`config.mk`:
```
export PLATFORM = sky130hd
export DESIGN_NAME = qdsc_port
export DESIGN_NICKNAME = d
export VERILOG_FILES = /design/src/core/qdsc_port.v
export VERILOG_INCLUDE_DIRS = /design/src /design/src/core
export SDC_FILE = /design/constraint.sdc
export NUM_CORES = 1
export LEC_CHECK = 0
export BUFFER_PORTS_ARGS = -buffer_cell sky130_fd_sc_hd__buf_2
export CAP_MARGIN = 20
export CORE_MARGIN = 4
export CORE_UTILIZATION = 63
export CTS_BUF_LIST = sky130_fd_sc_hd__clkbuf_8
export DETAILED_ROUTE_END_ITERATION = 10
export PLACE_DENSITY = 0.95
export REMOVE_ABC_BUFFERS = 1
export SETUP_SLACK_MARGIN = 0.15
export SLEW_MARGIN = 5
export SYNTH_ARGS = -nofsm -noshare
export SYNTH_HDL_FRONTEND = slang
export SYNTH_SLANG_ARGS = --single-unit
```
`constraint.sdc`:
```
create_clock -name clock -period 4.22 [get_ports clock]
set_clock_uncertainty 0.05 [all_clocks]
set_input_delay 0.844 -clock clock [delete_from_list [all_inputs] [get_ports clock]]
set_output_delay 0.844 -clock clock [all_outputs]
set_load 0.01 [all_outputs]
```
`src/core/qdsc_defs.vh`:
```
// Purpose: Constants for the quad converter serial command port
// Assumes: Included by core/qdsc_port.v
// Notes:   Frame layout and command codes
`ifndef QDSC_DEFS_VH
`define QDSC_DEFS_VH

`define QDSC_FRAME_BITS   16
`define QDSC_DATA_BITS    12
`define QDSC_CODE_MSB     15
`define QDSC_CODE_LSB     12
`define QDSC_ADDR_MSB     15
`define QDSC_ADDR_LSB     14
`define QDSC_DATA_MSB     11
`define QDSC_DATA_LSB     0
`define QDSC_CNT_W        5
`define QDSC_SAMPLE_ZERO  12'h000

`define QDSC_CMD_NOP      4'h0
`define QDSC_CMD_UPO_LO   4'h2
`define QDSC_CMD_UPDATE   4'h4
`define QDSC_CMD_UPO_HI   4'h6
`define QDSC_CMD_LOAD_ALL 4'h8
`define QDSC_CMD_EDGE_F   4'ha
`define QDSC_CMD_SHDN     4'hc
`define QDSC_CMD_EDGE_R   4'he

`define QDSC_CTRL_LOAD    2'h1
`define QDSC_CTRL_LOADUPD 2'h3

`endif

```
`src/core/qdsc_port.v`:
```
// Purpose: Serial command port of a four-channel 12-bit converter
// Assumes: Serial pins are asynchronous to clock and sampled by it
// Notes:   Link clock slower than clock by a wide margin
`timescale 1ns/100ps
`include "qdsc_defs.vh"

module qdsc_port #(
  parameter DATA_W = 12
) (
  input  wire              clock,
  input  wire              rstn,
  input  wire              clk_en,
  input  wire              sclk,
  input  wire              cs_n,
  input  wire              sdin,
  input  wire              clear_all_n,
  input  wire              shutdown_lockout_n,
  output reg               sdout,
  output reg               user_logic_out,
  output reg               shutdown,
  output reg               echo_rising,
  output reg  [DATA_W-1:0] input_a,
  output reg  [DATA_W-1:0] input_b,
  output reg  [DATA_W-1:0] input_c,
  output reg  [DATA_W-1:0] input_d,
  output reg  [DATA_W-1:0] conv_a,
  output reg  [DATA_W-1:0] conv_b,
  output reg  [DATA_W-1:0] conv_c,
  output reg  [DATA_W-1:0] conv_d
);

  // Three-stage samplers for asynchronous pins
  reg [2:0] sclk_s_q;
  reg [2:0] cs_s_q;
  reg [2:0] din_s_q;
  reg [2:0] clr_s_q;
  reg [2:0] pdl_s_q;
  reg       sclk_q;
  reg       cs_q;
  reg       din_q;
  reg       clr_q;
  reg       pdl_q;

  always @(posedge clock or negedge rstn) begin
    if (!rstn) begin
      sclk_s_q <= 3'h0;
      cs_s_q   <= 3'h7;
      din_s_q  <= 3'h0;
      clr_s_q  <= 3'h7;
      pdl_s_q  <= 3'h0;
      sclk_q   <= 1'b0;
      cs_q     <= 1'b1;
      din_q    <= 1'b0;
      clr_q    <= 1'b1;
      pdl_q    <= 1'b0;
    end else if (clk_en) begin
      sclk_s_q <= {sclk_s_q[1:0], sclk};
      cs_s_q   <= {cs_s_q[1:0], cs_n};
      din_s_q  <= {din_s_q[1:0], sdin};
      clr_s_q  <= {clr_s_q[1:0], clear_all_n};
      pdl_s_q  <= {pdl_s_q[1:0], shutdown_lockout_n};
      if (sclk_s_q[2] == sclk_s_q[1])
        sclk_q <= sclk_s_q[2];
      if (cs_s_q[2] == cs_s_q[1])
        cs_q <= cs_s_q[2];
      if (din_s_q[2] == din_s_q[1])
        din_q <= din_s_q[2];
      if (clr_s_q[2] == clr_s_q[1])
        clr_q <= clr_s_q[2];
      if (pdl_s_q[2] == pdl_s_q[1])
        pdl_q <= pdl_s_q[2];
    end
  end

  // Filtered values with one more stage for edge finding
  wire sclk_new = (sclk_s_q[2] == sclk_s_q[1]) ? sclk_s_q[2] : sclk_q;
  wire cs_new   = (cs_s_q[2] == cs_s_q[1]) ? cs_s_q[2] : cs_q;
  wire pdl_new  = (pdl_s_q[2] == pdl_s_q[1]) ? pdl_s_q[2] : pdl_q;
  wire din_new  = (din_s_q[2] == din_s_q[1]) ? din_s_q[2] : din_q;

  wire sclk_rise = clk_en & sclk_new & ~sclk_q;
  wire sclk_fall = clk_en & ~sclk_new & sclk_q;
  wire cs_rise   = clk_en & cs_new & ~cs_q;
  wire pdl_fall  = clk_en & ~pdl_new & pdl_q;

  // Shift register and frame bit counter
  reg  [`QDSC_FRAME_BITS-1:0] shift_q;
  reg  [`QDSC_CNT_W-1:0]      count_q;
  reg                         last_q;

  wire [3:0]        code  = shift_q[`QDSC_CODE_MSB:`QDSC_CODE_LSB];
  wire [1:0]        addr  = shift_q[`QDSC_ADDR_MSB:`QDSC_ADDR_LSB];
  wire [1:0]        ctrl  = code[1:0];
  wire [DATA_W-1:0] field = shift_q[`QDSC_DATA_MSB:`QDSC_DATA_LSB];
  wire              full  = (count_q == `QDSC_FRAME_BITS);
  wire              exec  = cs_rise & full;

  always @(posedge clock or negedge rstn) begin
    if (!rstn) begin
      shift_q <= 16'h0000;
      count_q <= 5'h00;
      last_q  <= 1'b0;
    end else if (!clr_q) begin
      shift_q <= 16'h0000;
      count_q <= 5'h00;
      last_q  <= 1'b0;
    end else if (clk_en) begin
      if (cs_q) begin
        count_q <= 5'h00;
      end else if (sclk_rise) begin
        last_q  <= shift_q[`QDSC_FRAME_BITS-1];
        shift_q <= {shift_q[`QDSC_FRAME_BITS-2:0], din_new};
        if (!full)
          count_q <= count_q + 5'h01;
      end
    end
  end

  // Echo output, launched on the selected link edge
  always @(posedge clock or negedge rstn) begin
    if (!rstn) begin
      sdout <= 1'b0;
    end else if (!clr_q) begin
      sdout <= 1'b0;
    end else if (clk_en && !cs_q) begin
      if (echo_rising && sclk_rise)
        sdout <= shift_q[`QDSC_FRAME_BITS-1];
      else if (!echo_rising && sclk_fall)
        sdout <= last_q;
    end
  end

  // Command execution on select release
  always @(posedge clock or negedge rstn) begin
    if (!rstn) begin
      input_a        <= `QDSC_SAMPLE_ZERO;
      input_b        <= `QDSC_SAMPLE_ZERO;
      input_c        <= `QDSC_SAMPLE_ZERO;
      input_d        <= `QDSC_SAMPLE_ZERO;
      conv_a         <= `QDSC_SAMPLE_ZERO;
      conv_b         <= `QDSC_SAMPLE_ZERO;
      conv_c         <= `QDSC_SAMPLE_ZERO;
      conv_d         <= `QDSC_SAMPLE_ZERO;
      user_logic_out <= 1'b0;
      shutdown       <= 1'b0;
      echo_rising    <= 1'b0;
    end else if (!clr_q) begin
      input_a        <= `QDSC_SAMPLE_ZERO;
      input_b        <= `QDSC_SAMPLE_ZERO;
      input_c        <= `QDSC_SAMPLE_ZERO;
      input_d        <= `QDSC_SAMPLE_ZERO;
      conv_a         <= `QDSC_SAMPLE_ZERO;
      conv_b         <= `QDSC_SAMPLE_ZERO;
      conv_c         <= `QDSC_SAMPLE_ZERO;
      conv_d         <= `QDSC_SAMPLE_ZERO;
      user_logic_out <= 1'b0;
      shutdown       <= 1'b0;
      echo_rising    <= 1'b0;
    end else if (clk_en) begin
      if (pdl_fall && shutdown)
        shutdown <= 1'b0;
      if (exec) begin
        if (ctrl == `QDSC_CTRL_LOAD) begin
          case (addr)
            2'h0: input_a <= field;
            2'h1: input_b <= field;
            2'h2: input_c <= field;
            default: input_d <= field;
          endcase
        end else if (ctrl == `QDSC_CTRL_LOADUPD) begin
          conv_a <= (addr == 2'h0) ? field : input_a;
          conv_b <= (addr == 2'h1) ? field : input_b;
          conv_c <= (addr == 2'h2) ? field : input_c;
          conv_d <= (addr == 2'h3) ? field : input_d;
          case (addr)
            2'h0: input_a <= field;
            2'h1: input_b <= field;
            2'h2: input_c <= field;
            default: input_d <= field;
          endcase
        end else begin
          case (code)
            `QDSC_CMD_UPDATE: begin
              conv_a   <= input_a;
              conv_b   <= input_b;
              conv_c   <= input_c;
              conv_d   <= input_d;
              shutdown <= 1'b0;
            end
            `QDSC_CMD_LOAD_ALL: begin
              input_a  <= field;
              input_b  <= field;
              input_c  <= field;
              input_d  <= field;
              conv_a   <= field;
              conv_b   <= field;
              conv_c   <= field;
              conv_d   <= field;
              shutdown <= 1'b0;
            end
            `QDSC_CMD_SHDN: begin
              if (pdl_new)
                shutdown <= 1'b1;
            end
            `QDSC_CMD_UPO_LO: user_logic_out <= 1'b0;
            `QDSC_CMD_UPO_HI: user_logic_out <= 1'b1;
            `QDSC_CMD_EDGE_R, `QDSC_CMD_EDGE_F: begin
              echo_rising <= (code == `QDSC_CMD_EDGE_R);
              conv_a      <= input_a;
              conv_b      <= input_b;
              conv_c      <= input_c;
              conv_d      <= input_d;
            end
            default: ;
          endcase
        end
      end
    end
  end

endmodule

```
Word level (Yosys, flattened, before mapping)
Cells that the tools add are included.
Storage, ports and cells
  register bits: 142
  input port bits: 8
Cells by class
  mux-type cells: 91
  equal/unequal tests: 32
  reduce and logical (&&, ||, !) cells: 19
  bitwise gates (word level): 13
  add/sub/neg operators: 1
Operator list (number)
  2-to-1 mux 12 bit: 46
  case mux 12 bit (2 select lines): 4
  2-to-1 mux 16 bit: 4
  2-to-1 mux 1 bit: 30
  2-to-1 mux 5 bit: 5
  equality test 4 bit, second input constant: 4
  AND reduction 5 bit: 2
  bitwise AND 1 bit: 9
  AND reduction 3 bit: 3
  equality test 4 x 3 -> 1 bit, second input constant: 2
  != test 2 x 1 -> 1 bit, second input constant: 4
  != test 2 bit, second input constant: 4
  equality test 2 bit, second input constant: 3
  != test 3 x 1 -> 1 bit, second input constant: 2
  OR reduction 3 bit: 2
  adder 5 x 1 -> 5 bit, second input constant: 1
  equality test 1 bit: 5
  equality test 5 bit, second input constant: 1
  equality test 2 x 1 -> 1 bit, second input constant: 2
  equality test 4 x 2 -> 1 bit, second input constant: 1
  logical AND 1 bit: 4
  != test 4 x 1 -> 1 bit, second input constant: 1
  != test 4 x 2 -> 1 bit, second input constant: 1
  inverter 1 bit: 4
  other kinds (8): 12

Logic depth before layout (Yosys ltp)
  depth after elaboration: 14
  gate-level depth with buffers: 9
  gate-level depth less buffers: 7

Worst setup path before layout
OpenSTA, ideal clock, no wires.
  path type: in2reg
  start: in clk_en
  end: reg input_a[9]
  stages on the path: 8
  data required time: 4041 ps
  path slack: 1975 ps
  path buffers: 3
  data arrival time: 2066 ps
  path through: clkbuf_2 -> and2b_1 -> nand4_4 -> a21o_1 -> buf_4 -> buf_4 -> o21ai_0 -> o21ai_0
Between the ends
  word-level cells in the longest chain between the ends: 5
  elaborated cells between the ends (all ways): 6
  those cells by class: 2 x eq/ne; 3 x bitwise; 1 x reduce/logical
Ends and longest elaborated chain
  from (decl): RTL line qdsc_port.v:12  | input wire clk_en,
  bitwise AND 1 bit (2 in a row): RTL line qdsc_port.v:83  | wire cs_rise = clk_en & cs_new & ~cs_q;
  bitwise AND 1 bit: RTL line qdsc_port.v:96  | wire exec = cs_rise & full;
  != test 2 x 1 -> 1 bit (no line)
  AND reduction 3 bit (no line) *
  to (signal assigned): RTL line qdsc_port.v:136  | input_a <= `QDSC_SAMPLE_ZERO;
  to (signal assigned): RTL line qdsc_port.v:148  | input_a <= `QDSC_SAMPLE_ZERO;
  to (signal assigned): RTL line qdsc_port.v:165  | 2'h0: input_a <= field;
  to (decl): RTL line qdsc_port.v:22  | output reg [DATA_W-1:0] input_a,
Every way passes the cells marked *; elsewhere a longest branch is shown, timed or not.
A chain may end at the register's enable or synchronous reset.

Final worst setup path
  start: reg shift_q[15]
  end: reg input_a[11]
Between the ends
  word-level cells in the longest chain between the ends: 7
  elaborated cells between the ends (all ways): 10
  those cells by class: 2 x eq/ne; 6 x mux; 2 x reduce/logical
Ends and longest elaborated chain
  from (decl): RTL line qdsc_port.v:87  | reg [`QDSC_FRAME_BITS-1:0] shift_q;
  from (signal assigned): RTL line qdsc_port.v:112  | shift_q <= {shift_q[`QDSC_FRAME_BITS-2:0], din_new};
  zero test 2 bit: RTL line qdsc_port.v:164, qdsc_port.v:175
  2-to-1 mux 12 bit (6 in a row)
Parallel ways exist; a longest one is shown, timed or not. The select of a mux whose other input is x is not followed.

==> flow_summary.ini <==
[logic_synthesis]
synth.area.top_cells = dfrtp_1, mux2i_1, nand2_1, o21ai_0, dfstp_2
ys_seq_area_frac = 0.5273
synth_most_common_cell = nand2_1
syn_inst = 673
synth_top_area_share = 0.4962
synth_top_area_cell = dfrtp_1
synth-seq-cells = 142
synth_area_mm2 = 0.006758
synth-edff-count = 0
avgSynthCellArea_um2 = 10.04
synth_cell_types = 52
synth_ff_type = dfrtp_1
synthArstFlopShare = 1.000
synth_common_cells = nand2_1, dfrtp_1, mux2i_1
synth_warnings = 0

[hold_path]
hold_path_class = input port to asynchronous set/reset pin

[final_layout]
nFillCells = 657
num-nets-final = 769
drive_above_1_share = 0.2617
final_util = 0.7499
diodes = 0
syn_to_final_growth_pct = 15.07

[run]
maxCapViolCount = 0

[die]
coreArea_mm2 = 0.01037
die_y_um = 111.6
die_width_um = 111.6
row_count = 37
ios = 108
start_util = 0.6517
die-area_mm2 = 0.01245

[worst_setup_path]
crit_type = flop to flop
worstPathRequired_ns = 4.49
path_max_fanout = 32
worstSetupEndpointType = flop
cp.arrival_ns = 3.03
cp-start-kind = flop

[global_route]
overflow = 0
grtUsageMet1 = 0.3666
grt_antenna_before_repair = 0
grt.met2_usage = 0.4507
grt_max_degree = 76
grt_usage = 0.2853
first_global_vias = 5724
busiest_layer = met2
use_met3 = 0.07011
grt_pass1_wl_um = 28870

[clocking]
cts_buffer_depth = 2
clkTransAtPathRegs_ns = 0.08
cts_resized = 0
cts_tree = built
hold_buffers = 0
clock_latency_ns = 0.45
clock-sinks = 142
h-tree-depth = 4
post_cts_buffers = 0
cts_buffers = 17
root_buffer = clkbuf_8

[power]
leakage_nw = 3.651
power.share.clock = 0.409
p_int_w = 0.002218
ir_worst_vdd_v = 0.0002425
switching_share = 0.2712
power_density_mw_per_mm2 = 391.3
power_frac_seq = 0.477
combPwrFrac = 0.115
net-switching-power_w = 0.0008253

[sta]
slew_headroom = 0.4200
clock.fmax_mhz = 363.0
hold_slack_ns = 0.3544
worst_pin_slew_ns = 0.8679
rsz0062_at_grt = false
fin_crit_ns = 2.755
tns_ns = 0
fin_crit_sh = 0.6528
finalSetupViolCount = 0
drv_slew = 0
hold_viol = 0

[route]
drtAntennaViolNets = 0
viasPerCell = 6.419
drc_errors = 0
wl_um = 17480
num_vias = 5828
drt-pass1-iter-count = 6
wl_per_cell_um = 19.25
drt_first_iter_violations = 693

[place]
hpwl_um = 11090
place_congestion = 0.9132
io_buffers = 107

[outcome]
status = complete, no violations
[path summary, 6_finish.rpt]
path | depth (start not counted) | slack [ns] | start | end
setup / recovery | 7 | 1.47 | shift_q[15]$_DFFE_PN0P_ | input_a[11]$_DFFE_PN0P_
hold / removal | 1 | 0.35 | rstn | input_b[4]$_DFFE_PN0P_
max in group asynchronous | 2 | 2.84 | rstn | input_a[6]$_DFFE_PN0P_
min in group clock | 2 | 0.42 | conv_b[6]$_DFFE_PN0P_ | conv_b[6]$_DFFE_PN0P_
setup reg to reg | 7 | 1.47 | shift_q[15]$_DFFE_PN0P_ | input_a[11]$_DFFE_PN0P_
hold reg to reg | 2 | 0.42 | conv_b[6]$_DFFE_PN0P_ | conv_b[6]$_DFFE_PN0P_
[flip-flops by register name (all words and copies together), names as in the netlist, 3 cells and up]
signal / cells
sclk_s_q: 3
count_q: 5
din_s_q: 3
conv_a: 12
cs_s_q: 3
conv_c: 12
conv_d: 12
input_d: 12
conv_b: 12
clr_s_q: 3
input_a: 12
shift_q: 16
input_b: 12
input_c: 12
pdl_s_q: 3
[stage by stage]
step | area [µm²] | total power (W) | instances | setup slack (ns)
CTS | 7776 | 0.003043 | 908 | 1.520
floorplan | 6501 | 0.001669 | 619 | 0.7059
detailed placement | 7318 | 0.001812 | 876 | 1.128
global placement | 7318 | 0.001789 | 876 | 1.291
finish | 7776 | 0.003043 | 908 | 1.465
global route | 7776 | 0.003147 | 908 | 1.279
[power by group through the flow]
stage	logic (W)	registers, W	clock network, W
final	0.000349	0.00145	0.00124
after floorplan	0.000184	0.00148	0
after global placement	0.000320	0.00147	0
after detailed placement	0.000338	0.00147	0
after global routing	0.000379	0.00146	0.00131
after CTS	0.000342	0.00145	0.00125
[worst max-delay path, cell delays in order, from the launching register on]
cell and delay (ns):
dfrtp_1 0.60, nor3b_1 0.26, nor3_2 0.13, buf_4 0.26, a21o_1 0.63, buf_4 0.43, nand2_1 0.13, o311ai_0 0.13
[cell usage in the layout (no fill, tap or decap), types with 2 or more instances in the layout]
cell type	instances
inv_1	7
ha_1	2
nor2b_1	5
a21o_1	3
mux2_2	15
nand2_1	139
nor3_1	4
clkbuf_8	19
nand3_1	36
dfstp_2	8
nand2b_1	12
a21oi_1	30
dfrtp_1	134
a31oi_1	5
a22oi_1	14
o21ai_2	20
mux2i_1	54
buf_4	14
clkinv_2	3
o21ai_0	52
nor2_1	24
nand4b_1	2
xor2_1	3
buf_2	106
o311ai_1	18
bufinv_16	5
nor3_2	2
o311ai_0	9
clkinvlp_4	2
[cell type report]
type / count / area [µm²] / share of cell area
clock inverter: 13 / 196.4 / 0.02526
inverter: 5 / 18.77 / 0.002414
timing repair buffer: 121 / 646.9 / 0.08319
multi-input combinational: 472 / 2919 / 0.3754
clock buffer: 19 / 261.5 / 0.03363
tap: 136 / 170.2 / 0.02188
sequential: 142 / 3563 / 0.4582
[cells by family (layout without fill, tap and decap cells)]
group,Yosys count,after routing,synth area share
compound gates,157,157,0.1533
xor+xnor,3,3,0.003889
fa+ha+maj,3,3,0.005184
buf+inv,59,158,0.04073
flops,142,142,0.5273
mux,69,69,0.1050
simple gates,240,240,0.1646
[metal layers]
| metal | routed length, µm | vias up |
|---|---|---|
| li1 | - | 2551 |
| met1 | 6722 | 2822 |
| met2 | 8374 | 373 |
| met3 | 1610 | 82 |
| met4 | 772 | 0 |
| met5 | 0 | - |
Note: power is estimated with default switching activity, not from simulation.
